File: src/pkg/mods_pkg.sv
// Constants, field layouts and types for the operation data select and status block.
// Assumes one 100 MHz clock and a classic Wishbone slave port with 32-bit data.
// Notes on behaviour
// - Speed-attained output is on while detected speed is within commanded speed plus/minus width; the code also requires run enable to be on.
// - Detection width is configurable from 1 to 400 r/min, default 200.
// - One information bit output per information type, on while the condition holds.
// - Eight operation data sets 0..7, each speed, accel time, decel time, torque limit.
// - Acceleration time is the ramp time from standstill to 3000 r/min.
// - Deceleration time is the ramp time from 3000 r/min to standstill.
// - Torque limit is a percentage where rated torque is 100.
// - Changes to value-source selections take effect only once the motor has stopped.
// - Set 0 speed external, set 1 speed pot one, ramps pot two; others digital.
// - Speed and torque sources of one set must not share a non-digital source.
// - A shared non-digital source raises the data setting error information.
// - Running a set that causes the setting error raises run-prohibited instead; the code raises run-prohibited and keeps the setting error raised too.
// - A separate parameter picks analog device or PWM input for the external source.
// - Digital speed accepts 80 to 3150 r/min, default 80.
// - Three select inputs form the set number, bit 2 most significant.
// - Summary output is on when any enabled information condition is active.
package mods_pkg;

  localparam int unsigned NSETS      = 8;
  localparam int unsigned NINFO      = 17;
  localparam int unsigned SPD_W      = 12;
  localparam int unsigned TIME_W     = 8;
  localparam int unsigned TRQ_W      = 8;

  // Register word offsets (byte addresses).
  localparam logic [7:0] OFS_WIDTH   = 8'h00;
  localparam logic [7:0] OFS_CTRL    = 8'h04;
  localparam logic [7:0] OFS_MOTOR   = 8'h08;
  localparam logic [7:0] OFS_SUMMARY_OUT_A_EN = 8'h0c;
  localparam logic [7:0] OFS_STATUS  = 8'h10;
  localparam logic [7:0] OFS_SUMMARY_OUT_A    = 8'h14;
  localparam logic [7:0] OFS_SET0    = 8'h20;
  localparam logic [7:0] OFS_SRC0    = 8'h40;
  localparam logic [7:0] OFS_ACTIVE0 = 8'h60;
  localparam logic [7:0] OFS_HOLD    = 8'h80;

  // Set data word fields: speed [11:0], accel [19:12], decel [27:20]; torque in hold word.
  localparam int unsigned F_SPD_LSB  = 0;
  localparam int unsigned F_ACC_LSB  = 12;
  localparam int unsigned F_DEC_LSB  = 20;
  localparam int unsigned F_TRQ_LSB  = 0;
  // Source word fields: speed [1:0], torque [3:2], accel [5:4], decel [7:6].
  localparam int unsigned F_SSPD_LSB = 0;
  localparam int unsigned F_STRQ_LSB = 2;
  localparam int unsigned F_SACC_LSB = 4;
  localparam int unsigned F_SDEC_LSB = 6;

  localparam logic [SPD_W-1:0] WIDTH_MIN  = 12'd1;
  localparam logic [SPD_W-1:0] WIDTH_MAX  = 12'd400;
  localparam logic [SPD_W-1:0] WIDTH_RST  = 12'd200;
  localparam logic [SPD_W-1:0] SPD_MIN    = 12'd80;
  localparam logic [SPD_W-1:0] SPD_MAX    = 12'd3150;
  localparam logic [SPD_W-1:0] SPD_RST    = 12'd80;
  localparam logic [SPD_W-1:0] RAMP_REF   = 12'd3000;
  localparam logic [TIME_W-1:0] TIME_RST  = 8'h05;
  localparam logic [TRQ_W-1:0] TRQ_RATED  = 8'd100;
  localparam logic [TRQ_W-1:0] TRQ_RST    = 8'd200;

  typedef enum logic [1:0] {SRC_DIGITAL, SRC_POT_ONE, SRC_POT_TWO, SRC_EXTERNAL} mods_src_e;

  // Information bit positions.
  localparam int unsigned I_SET_E = 5;
  localparam int unsigned I_DRV   = 6;

endpackage

File: src/mods_core.sv
// Operation data store, source selection, conflict check and status outputs.
// Assumes a classic Wishbone master on clk_i; raw select pins come from outside the clock.
`timescale 1ns/10ps
module mods_core (
  input  wire logic                        clk_i,
  input  wire logic                        rst_i,
  input  wire logic                        wb_cyc_i,
  input  wire logic                        wb_stb_i,
  input  wire logic                        wb_we_i,
  input  wire logic [7:0]                  wb_adr_i,
  input  wire logic [3:0]                  wb_sel_i,
  input  wire logic [31:0]                 wb_dat_i,
  output logic      [31:0]                 wb_dat_o,
  output logic                             wb_ack_o,
  input  wire logic                        data_select_bit0_i,
  input  wire logic                        data_select_bit1_i,
  input  wire logic                        data_select_bit2_i,
  input  wire logic [mods_pkg::SPD_W-1:0]  detected_speed_i,
  input  wire logic                        motor_stopped_i,
  input  wire logic                        run_request_i,
  input  wire logic [mods_pkg::NINFO-1:0]  summary_out_a_cond_i,
  output logic                             speed_attained_out_o,
  output logic                             summary_out_a_o,
  output logic      [mods_pkg::NINFO-1:0]  summary_out_a_bits_o,
  output logic                             run_enable_o,
  output logic      [2:0]                  active_set_o,
  output logic      [mods_pkg::SPD_W-1:0]  cmd_speed_o,
  output logic      [mods_pkg::TIME_W-1:0] accel_time_o,
  output logic      [mods_pkg::TIME_W-1:0] decel_time_o,
  output logic      [mods_pkg::TRQ_W-1:0]  torque_limit_o,
  output logic      [7:0]                  active_src_o,
  output logic                             ext_pwm_sel_o
);
  import mods_pkg::*;

  typedef struct packed {
    logic [2:0]               sel_m;
    logic [2:0]               sel_s;
    logic [SPD_W-1:0]         width;
    logic                     ext_pwm;
    logic [NINFO-1:0]         summary_out_a_en;
    logic [NSETS-1:0][SPD_W-1:0]  spd;
    logic [NSETS-1:0][TIME_W-1:0] acc;
    logic [NSETS-1:0][TIME_W-1:0] dec;
    logic [NSETS-1:0][TRQ_W-1:0]  trq;
    logic [NSETS-1:0][7:0]    src_pend;
    logic [NSETS-1:0][7:0]    src_act;
    logic                     ack;
    logic [31:0]              rdat;
    logic                     va;
    logic                     summ;
    logic [NINFO-1:0]         summary_out_a;
    logic                     run_en;
    logic [SPD_W-1:0]         cmd_spd;
    logic [TIME_W-1:0]        acc_out;
    logic [TIME_W-1:0]        dec_out;
    logic [TRQ_W-1:0]         trq_out;
    logic [7:0]               src_out;
  } mods_state_s;

  mods_state_s s_q;
  mods_state_s s_d;
  logic [NSETS-1:0] conflict;
  logic [2:0]       idx;
  logic [7:0]       cur_src;
  logic [SPD_W:0]   lo_lim;
  logic [SPD_W:0]   hi_lim;
  logic [NINFO-1:0] cond;

  // Conflict per set on the active source selection.
  genvar g;
  generate
    for (g = 0; g < NSETS; g++)
    begin : g_conf
      assign conflict[g] = (s_q.src_act[g][F_SSPD_LSB +: 2] != 2'(SRC_DIGITAL)) &&
                           (s_q.src_act[g][F_SSPD_LSB +: 2] ==
                            s_q.src_act[g][F_STRQ_LSB +: 2]);
    end
  endgenerate

  function automatic logic [7:0] src_reset(input int unsigned n);
    logic [7:0] r;
    r = '0;
    if (n == 0)
      r = {2'(SRC_POT_TWO), 2'(SRC_POT_TWO), 2'(SRC_DIGITAL), 2'(SRC_EXTERNAL)};
    else if (n == 1)
      r = {2'(SRC_POT_TWO), 2'(SRC_POT_TWO), 2'(SRC_DIGITAL), 2'(SRC_POT_ONE)};
    return r;
  endfunction

  always_comb
  begin
    s_d = s_q;
    idx = wb_adr_i[4:2];
    s_d.sel_m = {data_select_bit2_i, data_select_bit1_i, data_select_bit0_i};
    s_d.sel_s = s_q.sel_m;
    // Wishbone slave: one wait state, ack dropped the cycle after it is given.
    s_d.ack = wb_cyc_i && wb_stb_i && !s_q.ack;
    s_d.rdat = '0;
    if (wb_cyc_i && wb_stb_i && !s_q.ack)
    begin
      if (wb_adr_i[7:5] == OFS_SET0[7:5])
        s_d.rdat = {4'h0, s_q.dec[idx], s_q.acc[idx], s_q.spd[idx]};
      else if (wb_adr_i[7:5] == OFS_SRC0[7:5])
        s_d.rdat = {24'h0, s_q.src_pend[idx]};
      else if (wb_adr_i[7:5] == OFS_ACTIVE0[7:5])
        s_d.rdat = {24'h0, s_q.src_act[idx]};
      else if (wb_adr_i[7:5] == OFS_HOLD[7:5])
        s_d.rdat = {24'h0, s_q.trq[idx]};
      else
        case (wb_adr_i)
          OFS_WIDTH:   s_d.rdat = {20'h0, s_q.width};
          OFS_CTRL:    s_d.rdat = {31'h0, s_q.ext_pwm};
          OFS_MOTOR:   s_d.rdat = {20'h0, s_q.run_en, s_q.sel_s, conflict};
          OFS_SUMMARY_OUT_A_EN: s_d.rdat = {15'h0, s_q.summary_out_a_en};
          OFS_STATUS:  s_d.rdat = {30'h0, s_q.summ, s_q.va};
          OFS_SUMMARY_OUT_A:    s_d.rdat = {15'h0, s_q.summary_out_a};
          default:     s_d.rdat = '0;
        endcase
      if (wb_we_i && wb_sel_i[0])
      begin
        if (wb_adr_i[7:5] == OFS_SET0[7:5])
        begin
          if (wb_sel_i[1] && wb_dat_i[11:0] >= SPD_MIN && wb_dat_i[11:0] <= SPD_MAX)
            s_d.spd[idx] = wb_dat_i[F_SPD_LSB +: SPD_W];
          if (wb_sel_i[2])
          begin
            s_d.acc[idx] = wb_dat_i[F_ACC_LSB +: TIME_W];
            s_d.dec[idx] = wb_dat_i[F_DEC_LSB +: TIME_W];
          end
        end
        else if (wb_adr_i[7:5] == OFS_SRC0[7:5])
          s_d.src_pend[idx] = wb_dat_i[7:0];
        else if (wb_adr_i[7:5] == OFS_HOLD[7:5])
          s_d.trq[idx] = wb_dat_i[F_TRQ_LSB +: TRQ_W];
        else if (wb_adr_i == OFS_WIDTH && wb_sel_i[1] &&
                 wb_dat_i[11:0] >= WIDTH_MIN && wb_dat_i[11:0] <= WIDTH_MAX)
          s_d.width = wb_dat_i[SPD_W-1:0];
        else if (wb_adr_i == OFS_CTRL)
          s_d.ext_pwm = wb_dat_i[0];
        else if (wb_adr_i == OFS_SUMMARY_OUT_A_EN && wb_sel_i[2])
          s_d.summary_out_a_en = wb_dat_i[NINFO-1:0];
      end
    end
    // Source changes are only copied into the active set while stopped.
    if (motor_stopped_i)
      s_d.src_act = s_q.src_pend;
    cur_src = s_q.src_act[s_q.sel_s];
    lo_lim = {1'b0, s_q.spd[s_q.sel_s]} - {1'b0, s_q.width};
    hi_lim = {1'b0, s_q.spd[s_q.sel_s]} + {1'b0, s_q.width};
    if (s_q.width > s_q.spd[s_q.sel_s])
      lo_lim = '0;
    // Window compare is re-evaluated every cycle so it drops while ramping.
    s_d.va = s_q.run_en && ({1'b0, detected_speed_i} >= lo_lim) &&
             ({1'b0, detected_speed_i} <= hi_lim);
    cond = summary_out_a_cond_i;
    cond[I_SET_E] = summary_out_a_cond_i[I_SET_E] | (|conflict);
    cond[I_DRV] = summary_out_a_cond_i[I_DRV] | (run_request_i && conflict[s_q.sel_s]);
    s_d.summary_out_a = cond;
    s_d.summ = |(cond & s_q.summary_out_a_en);
    s_d.run_en = run_request_i && !conflict[s_q.sel_s];
    // Selected set values are registered so every output leaves a flip-flop.
    s_d.cmd_spd = s_q.spd[s_q.sel_s];
    s_d.acc_out = s_q.acc[s_q.sel_s];
    s_d.dec_out = s_q.dec[s_q.sel_s];
    s_d.trq_out = s_q.trq[s_q.sel_s];
    s_d.src_out = s_q.src_act[s_q.sel_s];
    if (rst_i)
    begin
      s_d = '0;
      s_d.width = WIDTH_RST;
      s_d.summary_out_a_en = '1;
      s_d.cmd_spd = SPD_RST;
      s_d.acc_out = TIME_RST;
      s_d.dec_out = TIME_RST;
      s_d.trq_out = TRQ_RST;
      s_d.src_out = src_reset(0);
      for (int n = 0; n < NSETS; n++)
      begin
        s_d.spd[n] = SPD_RST;
        s_d.acc[n] = TIME_RST;
        s_d.dec[n] = TIME_RST;
        s_d.trq[n] = TRQ_RST;
        s_d.src_pend[n] = src_reset(n);
        s_d.src_act[n] = src_reset(n);
      end
    end
  end

  always_ff @(posedge clk_i)
  begin
    s_q <= s_d;
  end

  assign wb_ack_o = s_q.ack;
  assign wb_dat_o = s_q.rdat;
  assign speed_attained_out_o = s_q.va;
  assign summary_out_a_o = s_q.summ;
  assign summary_out_a_bits_o = s_q.summary_out_a;
  assign run_enable_o = s_q.run_en;
  assign active_set_o = s_q.sel_s;
  assign cmd_speed_o = s_q.cmd_spd;
  assign accel_time_o = s_q.acc_out;
  assign decel_time_o = s_q.dec_out;
  assign torque_limit_o = s_q.trq_out;
  assign active_src_o = s_q.src_out;
  assign ext_pwm_sel_o = s_q.ext_pwm;

  a_va_window: assert property (@(posedge clk_i) disable iff (rst_i)
    speed_attained_out_o |-> $past(run_enable_o))
    else $error("speed attained without run");
  a_va_drop: assert property (@(posedge clk_i) disable iff (rst_i)
    ($past(detected_speed_i) > cmd_speed_o + s_q.width) && $stable(cmd_speed_o)
      && $stable(s_q.width) |-> !speed_attained_out_o)
    else $error("speed attained outside window");
  a_width_range: assert property (@(posedge clk_i) disable iff (rst_i)
    s_q.width >= WIDTH_MIN && s_q.width <= WIDTH_MAX)
    else $error("width out of range");
  a_speed_range: assert property (@(posedge clk_i) disable iff (rst_i)
    cmd_speed_o >= SPD_MIN && cmd_speed_o <= SPD_MAX)
    else $error("digital speed out of range");
  a_src_hold: assert property (@(posedge clk_i) disable iff (rst_i)
    !$past(motor_stopped_i) |-> $stable(s_q.src_act))
    else $error("source changed while running");
  a_set_err: assert property (@(posedge clk_i) disable iff (rst_i)
    $past(|conflict) |-> summary_out_a_bits_o[I_SET_E])
    else $error("setting error not raised");
  a_run_block: assert property (@(posedge clk_i) disable iff (rst_i)
    run_enable_o |-> !summary_out_a_bits_o[I_DRV] || $past(summary_out_a_cond_i[I_DRV]))
    else $error("ran with conflicting set");
  a_sel_track: assert property (@(posedge clk_i) disable iff (rst_i)
    ##2 active_set_o == $past({data_select_bit2_i, data_select_bit1_i,
                                data_select_bit0_i}, 2))
    else $error("select not tracked");
  a_summary: assert property (@(posedge clk_i) disable iff (rst_i)
    summary_out_a_o |-> |(summary_out_a_bits_o & $past(s_q.summary_out_a_en)))
    else $error("summary without cause");
endmodule // mods_core

File: config.mk
export PLATFORM = sky130hd
export DESIGN_NAME = mods_core
export DESIGN_NICKNAME = d
export VERILOG_FILES = /design/src/pkg/mods_pkg.sv /design/src/mods_core.sv
export SDC_FILE = /design/constraint.sdc
export NUM_CORES = 1
export LEC_CHECK = 0
export ABC_AREA = 1
export BUFFER_PORTS_ARGS = -buffer_cell sky130_fd_sc_hd__buf_2
export CORE_MARGIN = 3
export CORE_UTILIZATION = 52
export CTS_CLUSTER_DIAMETER = 100
export CTS_CLUSTER_SIZE = 25
export DETAILED_ROUTE_END_ITERATION = 10
export PLACE_DENSITY = 0.81
export SETUP_SLACK_MARGIN = 0.4
export SLEW_MARGIN = 40
export SYNTH_ARGS = -nofsm -noshare
export SYNTH_HDL_FRONTEND = slang
export SYNTH_SLANG_ARGS = --single-unit
File: constraint.sdc
create_clock -name clk_i -period 3.75 [get_ports clk_i]
set_clock_uncertainty 0.15 [all_clocks]
set_input_delay 0.1875 -clock clk_i [delete_from_list [all_inputs] [get_ports clk_i]]
set_output_delay 0.1875 -clock clk_i [all_outputs]
set_load 0.05 [all_outputs]
== Yosys cells after proc, flatten, opt, wreduce, memory -nomap -nowiden ==
Cells that the tools add are included.
Word-level totals
  register bits after elaboration: 549
  logic and storage cells: 186
  bits of input ports: 83
  output and inout port bits: 101
Cells by class
  reductions and logical operators: 44
  multiplexer cells: 39
  magnitude comparators: 10
  equal/unequal tests: 17
  bitwise logic cells: 9
  $add $sub $neg: 2
Operators with widths (count)
  64-bit bitwise mux: 4
  8-bit binary-select mux with 3-bit select: 9
  17-bit case mux with 6 select lines: 1
  96-bit bitwise mux: 1
  8-bit two-way mux: 10
  12-bit binary-select mux with 3-bit select: 2
  17-bit two-way mux: 3
  12-bit demux with 3-bit select: 1
  12-bit two-way mux: 3
  28-bit two-way mux: 1
  8-bit demux with 3-bit select: 1
  1-bit logical AND: 22
  17-bit bitwise AND: 1
  17-bit OR reduction: 1
  2-bit == test: 8
  8-bit by 4-bit == test with 1-bit output (second input constant): 2
  8-bit by 5-bit == test with 1-bit output (second input constant): 2
  2-bit nonzero test: 8
  12-bit by 12-bit adder with 13-bit output: 1
  12-bit by 13-bit >= comparator with 1-bit output: 1
  12-bit by 13-bit less-or-equal comparator with 1-bit output: 1
  13-bit two-way mux: 1
  12-bit by 12-bit subtractor with 13-bit output: 1
  12-bit by 1-bit >= comparator with 1-bit output (second input constant): 1
  24 further kinds: 35

== Depth between registers and ports, before layout ==
Gate-level depths: netlist of the first run.
  depth after elaboration: 8
  gate-level depth with buffers: 31
  mapped depth without buffers: 29

== Worst setup path after synthesis of the first run ==
OpenSTA, ideal clock, no wires.
  path kind: reg2reg
  start point: register s_q, in the netlist active_set_o[0]
  end point: register s_q, in the netlist speed_attained_out_o
  setup time: 0.113 ns
  arrival: 3.655 ns
  stages on the path, launching flop included: 29
  data required time: 3.487 ns
  slack: -0.168 ns
  period minus slack after synthesis: 3.918 ns
  path buffers: 5
  cell sequence: dfxtp_1 > clkbuf_1 > buf_2 > clkbuf_1 > nor2_1 > o22ai_1 > nand2_1 > nand2_1 > ha_1 > clkbuf_1 > inv_1 > o21ai_0 > a21oi_1 > o211ai_1 > buf_2 > nand3_1 > ha_1 > nand2_1 > inv_1 > o21ai_0 > nand3_1 > nand2_1 > nand2_1 > nand2_1 > nand2_1 > nand2_1 > nand2_1 > nand2_1 > nor2_1
Between the ends
  longest elaborated chain between the ends: 7
  elaborated cells on any way between the ends: 10
  those cells by class: add/sub (2); order compare (3); mux (3); reduce/logical (2)
RTL lines
  start, declared: RTL line mods_core.sv:61  | mods_state_s s_q;
  start signal, assigned: RTL line mods_core.sv:192  | s_q <= s_d;
  12-bit binary-select mux with 3-bit select (*): RTL line mods_core.sv:149, mods_core.sv:150, mods_core.sv:151
  12-bit two-way mux (not written as such) (*): RTL line mods_core.sv:149, mods_core.sv:150, mods_core.sv:151
  12-bit by 12-bit subtractor with 13-bit output / 12-bit > comparator (equally long branches): RTL line mods_core.sv:149, mods_core.sv:151
  13-bit two-way mux: RTL line mods_core.sv:151  | if (s_q.width > s_q.spd[s_q.sel_s])
  12-bit by 13-bit >= comparator with 1-bit output: RTL line mods_core.sv:154  | s_d.va = s_q.run_en && ({1'b0, detected_speed_i} >= lo_lim) &&
  1-bit logical AND: RTL line mods_core.sv:154
  1-bit logical AND (*): RTL line mods_core.sv:154
Mark *: on every way between the ends. The rest lies on a longest branch, timed or not. The select of a mux whose other input is x is not followed.
A chain may end at the register's enable or synchronous reset.

== Worst setup path in the final report of the first run ==
Ends and elaborated chain as after synthesis.

==> results of run 1 <==
==> cells in the mapped netlist, drive strengths merged, types with 8 or more instances <==
cell / n
a221oi: 8
dfxtp: 545
buf: 180
xor2: 9
a22oi: 40
o2111ai: 25
xnor2: 8
a31oi: 25
nor3: 17
o21ai: 506
clkbuf: 208
nor2: 165
o211ai: 83
o22ai: 55
a21oi: 537
nand4: 54
nand2: 747
ha: 49
inv: 413
nand3: 184
==> logic make-up after synthesis <==
group                      count (synthesis)  share of synthesized area [%]
AOI/OAI and AO/OA                       1310                           26.3
xor gates and xnor gates                  17                          0.545
adders and majority gates                 51                           2.39
buffers and inverters                    805                           12.7
DFF                                      545                           40.0
other                                      1                         0.0137
and+or+nand+nor                         1183                           18.0
==> timing repair <==
item | CTS | global route
setup buffers | 5 | 9
pin swaps | 7 | 28
resized for setup | 13 | 72
hold endpoints to repair | 272 | 0
gates cloned | 1 | 3
hold buffers | 55 | 0
endpoints found under the setup margin | 1 | 1
==> power by group <==
group	switching, mW	internal [mW]
Combinational	1.11	0.491
Sequential	0.0615	5.86
Clock	1.96	1.33
Total	3.13	7.69
==> placed cells by master (no fill, tap or decap), types with 9 or more instances in the layout <==
cell and count:
o2111ai_1 25, ha_1 33, buf_4 106, nand2_1 727, o211ai_1 83, nor3_1 13
nand3_1 174, nor2_1 158, xor2_1 9, ha_4 16, a21oi_1 528, dfxtp_1 542
nand4_1 54, o21ai_1 21, a31oi_1 24, o22ai_1 55, o21ai_0 477, clkbuf_16 30
buf_2 172, inv_2 21, a22oi_1 40, inv_1 390, dlygate4sd3_1 55, nand2_2 18
buf_6 11
==> metrics by stage <==
stage | worst slack [ns] | instances | hold slack, ns | total power, mW
after detailed placement | -0.0957 | 4491 | 0.242 | 7.48
after floorplan | 0.346 | 3915 | 0.144 | 7.04
after CTS | 0.0494 | 4584 | 0.00130 | 10.7
after global placement | -0.0296 | 4491 | 0.245 | 7.47
final | -0.104 | 4600 | 0.0116 | 10.8
after global routing | -0.301 | 4599 | 0.0255 | 11.1
==> final cells by class <==
cell class | count | share of cell area, %
tap | 680 | 2.83
clock inverter | 3 | 0.121
inverter | 417 | 5.30
multi-input combinational | 2565 | 44.5
sequential | 545 | 36.3
timing repair buffer | 357 | 8.68
clock buffer | 29 | 2.30
antenna | 4 | 0.0333
==> worst max-delay path by stage <==
stage	start	to	slack, ns
2_1_floorplan	active_set_o[0]$_SDFF_PP0_	speed_attained_out_o$_SDFF_PP0_	0.35
3_3_place_gp	active_set_o[0]$_SDFF_PP0_	speed_attained_out_o$_SDFF_PP0_	-0.03
3_5_place_dp	active_set_o[0]$_SDFF_PP0_	speed_attained_out_o$_SDFF_PP0_	-0.1
4_1_cts	active_set_o[0]$_SDFF_PP0_	speed_attained_out_o$_SDFF_PP0_	0.05
5_1_grt	active_set_o[0]$_SDFF_PP0_	speed_attained_out_o$_SDFF_PP0_	-0.30
6_report	active_set_o[0]$_SDFF_PP0_	speed_attained_out_o$_SDFF_PP0_	-0.10
==> metal layers <==
metal | vias to the layer above | wire length (um) | global-route usage (%) | part of all wire, %
met1 | 12800 | 36900 | 43.7 | 38
met3 | 343 | 11800 | 6.13 | 12
met4 | 4 | 5240 | 17.0 | 5.4
met2 | 1921 | 42500 | 51.1 | 44
li1 | 13000 | - | - | -
met5 | - | 23 | 0 | 0.024
==> sequential cells by signal, summed over array words and instances (netlist names), 3 cells and up <==
signal                flops
s_q                     448
wb_dat_o                 28
summary_out_a_bits_o     17
cmd_speed_o              12
accel_time_o              8
active_src_o              8
decel_time_o              8
torque_limit_o            8
active_set_o              3
==> critical path: cells and delay by family, from the launching register on <==
kind | cells | cell delay (ns)
adder cells (fa/ha/maj) | 2 | 0.54
AND/OR/NAND/NOR | 17 | 1.32
flip-flops | 1 | 0.45
buffers and inverters | 5 | 0.58
AO/OA/AOI/OAI | 4 | 0.67
==> impl_metrics.tcl, run 1 <==
set metrics [dict create \
    cpMostUsedCell "nand2_1" \
    grt_use_total_pct 32.9 \
    grt_max_degree 118 \
    dieArea_mm2 0.0553 \
    cts_sinks 545 \
    holdPathStages 4 \
    gr-total-overflow 0 \
    seq_area_frac_synth_pct 40.0 \
    ff2ff_path_depth 28 \
    period_needed_ns 3.85 \
    fin_util_pct 58.3 \
    worstHoldPathType "in2reg" \
    synthArstFlopShare_pct 0 \
    cts_buffer_depth 3 \
    htree_num_levels 1 \
    n_fill_cell 4737 \
    grt_pass1_vias 25800 \
    crit_required_ns 4.11 \
    avgSynthCellArea_um2 6.98 \
    nets 4046 \
    hold_path_end "s_q[457]$_SDFFE_PP1P_" \
    first_iter_violations 3985 \
    finalHoldViolCount 0 \
    seqCellArea_mm2 0.0109 \
    p_per_area_mw_per_mm2 359 \
    drive_gt1_share_pct 11.4 \
    vdd_ir_drop_max_mv 0.348 \
    synth.distinct_cells 48 \
    cp_slowest_cell "dfxtp_4" \
    cts_buffers 26 \
    via_per_inst 6.10 \
    cts.clk_slew.worst_paths_ns 0.12 \
    syn_inst 3912 \
    die_h_um 235 \
    firstDrtPassIters 6 \
    drv_cap 0 \
    synth_seq_cells 545 \
    clk_latency_ns 0.62 \
    dp_hpwl_mm 61.0 \
    fin_ws_ns -0.104 \
    port_buffers 174 \
    vias 28100 \
    fmax_mhz 259 \
    drc 0 \
    reg2reg_to "speed_attained_out_o$_SDFF_PP0_" \
    cpPeakStageDelay_ns 0.45 \
    synth_flop_cell "dfxtp_1" \
    critPathKind "reg2reg" \
    fin_tns_setup_ns -0.104 \
    rsz0062_at_grt "yes" \
    core.rowCount 83 \
    worst_slew_pin_slew_ns 0.801 \
    cp-start-kind "register" \
    final_area_mm2 0.0301 \
    core_mm2 0.0516 \
    slew_headroom_pct 46.6 \
    yosysWarnings 0 \
    violations "negative setup slack" \
    cts_tree "built" \
    ant_nets 0 \
    initial_core_util_pct 52.9 \
    area_growth_pct 10.2 \
    die_w_um 235 \
    wl_per_cell_um 21.0 \
    root_buffer "clkbuf_16" \
    synth_area_mm2 0.0273 \
    reg2reg_from "active_set_o[0]$_SDFF_PP0_" \
    status "finished with violations" \
    setup_violations 1 \
    grt_pass1_wl_mm 147 \
    synth_area_leaders "dfxtp_1, nand2_1, a21oi_1" \
    end_kind "register" \
    dpl-instance-area_mm2 0.0283 \
    antenna_found_initial 5 \
    worstHoldStart "wb_dat_i[4]" \
    synth-edff-count 0 \
    p_leak_nw 12.1 \
    gp_congestion 0.973 \
    rrSetupSlack_ns -0.10 \
    wl_mm 96.5 \
    yosysTopAreaCellShare_pct 40.0 \
    worstPathMaxFanout 7 \
    slew_viol_final 0 \
    ios 184 \
    yosys.area.top_type "dfxtp_1" \
    fin_crit_sh_pct 103 \
    multi_input_area_mm2 0.0134 \
    worstPathArrival_ns 4.22 \
]
(Power assumes the default switching activity.)
==> run 2, diff against run 1 <==
Settings changed: PLACE_DENSITY 0.81 to not set, PLACE_DENSITY_LB_ADDON set to 0.15.
==> run 2 against run 1 <==
Combinational power is essentially flat. Critical path depth shrank 3. Wire length grew 1.8%. The flow still finishes with violations (negative setup slack). Largest power group unchanged. Sequential share of layout area shrank 0.098 points.
==> impl_metrics.tcl, run 2 (synthesis results as in run 1) <==
set metrics [dict create \
    status "finished with violations" \
    violations "negative setup slack" \
    reg2reg_from "active_set_o[0]$_SDFF_PP0_" \
    grt_pass1_wl_mm 148 \
    fin_crit_sh_pct 103 \
    drive_gt1_share_pct 11.8 \
    end_kind "register" \
    root_buffer "clkbuf_16" \
    cpPeakStageDelay_ns 0.51 \
    dpl-instance-area_mm2 0.0284 \
    die_h_um 235 \
    initial_core_util_pct 52.9 \
    cts.clk_slew.worst_paths_ns 0.11 \
    gp_congestion 0.945 \
    slew_viol_final 0 \
    layout_common_cells "nand2_1, dfxtp_1, a21oi_1" \
    core_mm2 0.0516 \
    grt_use_total_pct 33.5 \
    crit_required_ns 4.15 \
    holdPathStages 4 \
    num_antenna_cells 0 \
    cts_buffer_depth 3 \
    gr-total-overflow 0 \
    die_w_um 235 \
    fmax_mhz 259 \
    largest_reg_flops 448 \
    cts_tree "built" \
    fin_util_pct 58.5 \
    slew_headroom_pct 38.6 \
    p_leak_nw 12.2 \
    wl_per_cell_um 21.2 \
    cp-start-kind "register" \
    regMostFlops "s_q" \
    critical_path.endpoint "speed_attained_out_o$_SDFF_PP0_" \
    pre_cts_slack_ns -0.167 \
    ant_nets 0 \
    period_needed_ns 3.87 \
    finalHoldViolCount 0 \
    layout_commonest_cell "nand2_1" \
    p_per_area_mw_per_mm2 360 \
    antenna_found_initial 1 \
    setup_violations 1 \
    core.rowCount 83 \
    firstDrtPassIters 5 \
    rrSetupSlack_ns -0.12 \
    htree_num_levels 1 \
    cts_buffers 26 \
    reg2reg_to "speed_attained_out_o$_SDFF_PP0_" \
    drc 0 \
    port_buffers 174 \
    nets 4072 \
    final_area_mm2 0.0302 \
    worstPathMaxFanout 7 \
    clk_latency_ns 0.62 \
    dp_hpwl_mm 64.3 \
    grt_pass1_vias 24800 \
    vias 27500 \
    dieArea_mm2 0.0553 \
    area_growth_pct 10.5 \
    finalPower_mw 10.9 \
    first_iter_violations 3246 \
    critPathKind "reg2reg" \
    ff2ff_path_depth 25 \
    drv_cap 0 \
    cp_slowest_cell "dfxtp_4" \
    fin_ws_ns -0.118 \
    cpLargestDelayFamily "adder cells" \
    wl_mm 98.2 \
    cpMostUsedCell "nand2_1" \
    grt_max_degree 156 \
    via_per_inst 5.95 \
    worst_slew_pin_slew_ns 0.913 \
    rsz0062_at_grt "yes" \
    worstHoldPathType "in2reg" \
    worstPathArrival_ns 4.27 \
    cts_sinks 545 \
    cp-startpoint "active_set_o[0]$_SDFF_PP0_" \
    cp.depth 25 \
    vdd_ir_drop_max_mv 0.319 \
    critical_path.n_buffers_inverters 5 \
    ios 184 \
]
-- run 2: cell types whose count changed in the layout (fill, tap and decap cells not counted), moves of 5 or more --
cell | previous run | this run
buf_6 | 11 | 4
o21ai_0 | 477 | 482
buf_4 | 106 | 134
dlygate4sd3_1 | 55 | 60
-- run 2: what timing repair did --
| action | in CTS | in global routing |
|---|---|---|
| endpoints found under the hold margin | 295 | 0 |
| setup buffers | 0 | 10 |
| hold buffers | 60 | 0 |
| gates resized for setup | 9 | 61 |
| endpoints found under the setup margin | 1 | 3 |
| pin swaps | 1 | 38 |
| gates cloned | 0 | 4 |
-- run 2: area by class of cell --
type,count,area [um^2]
fillers,5009,21400
flip-flops and latches,545,10900
clock inverters,2,25.0
well taps,680,851
inverters,417,1590
multi-input cells,2565,13300
clock buffers,34,722
repair buffers,381,2730
repair inverters,2,20.0
-- run 2: stage by stage --
| stage | TNS [ns] | hold slack, ns | std cells |
|---|---|---|---|
| floorplan | 0 | 0.144 | 3915 |
| global placement | -0.117 | 0.248 | 4516 |
| detailed placement | -0.167 | 0.251 | 4516 |
| CTS | 0 | 0.00498 | 4612 |
| global route | -0.336 | 0.0296 | 4626 |
| finish | -0.118 | 0.0206 | 4626 |
-- run 2: worst min-delay path, stage by stage --
cell    delay, ns
buf_2        0.12
buf_4        0.24
nor2_1       0.14
nor2_1       0.06
-- run 2: per-layer routing --
layer / part of all wire [%] / global-route usage [%]
met5: 0 / 0
met4: 4.5 / 12.7
met3: 9.0 / 3.82
met2: 44 / 52.9
met1: 42 / 47.2
-- run 2: report_power, final --
part / total, mW / switching (mW) / internal (mW)
sequential: 5.92 / 0.0608 / 5.86
combinational: 1.60 / 1.10 / 0.499
clock: 3.33 / 1.96 / 1.37
total: 10.9 / 3.13 / 7.73
-- run 2: how the worst min path moves through the flow --
| stage | from | end | slack (ns) |
|---|---|---|---|
| 6_report | wb_dat_i[4] | s_q[535]$_SDFFE_PP0P_ | 0.02 |
| 2_1_floorplan | data_select_bit0_i | s_q[546]$_SDFF_PP0_ | 0.14 |
| 3_5_place_dp | data_select_bit0_i | s_q[546]$_SDFF_PP0_ | 0.25 |
| 4_1_cts | wb_dat_i[4] | s_q[517]$_SDFFE_PP1P_ | 0.005 |
| 5_1_grt | wb_dat_i[4] | s_q[535]$_SDFFE_PP0P_ | 0.03 |
| 3_3_place_gp | data_select_bit2_i | s_q[548]$_SDFF_PP0_ | 0.25 |
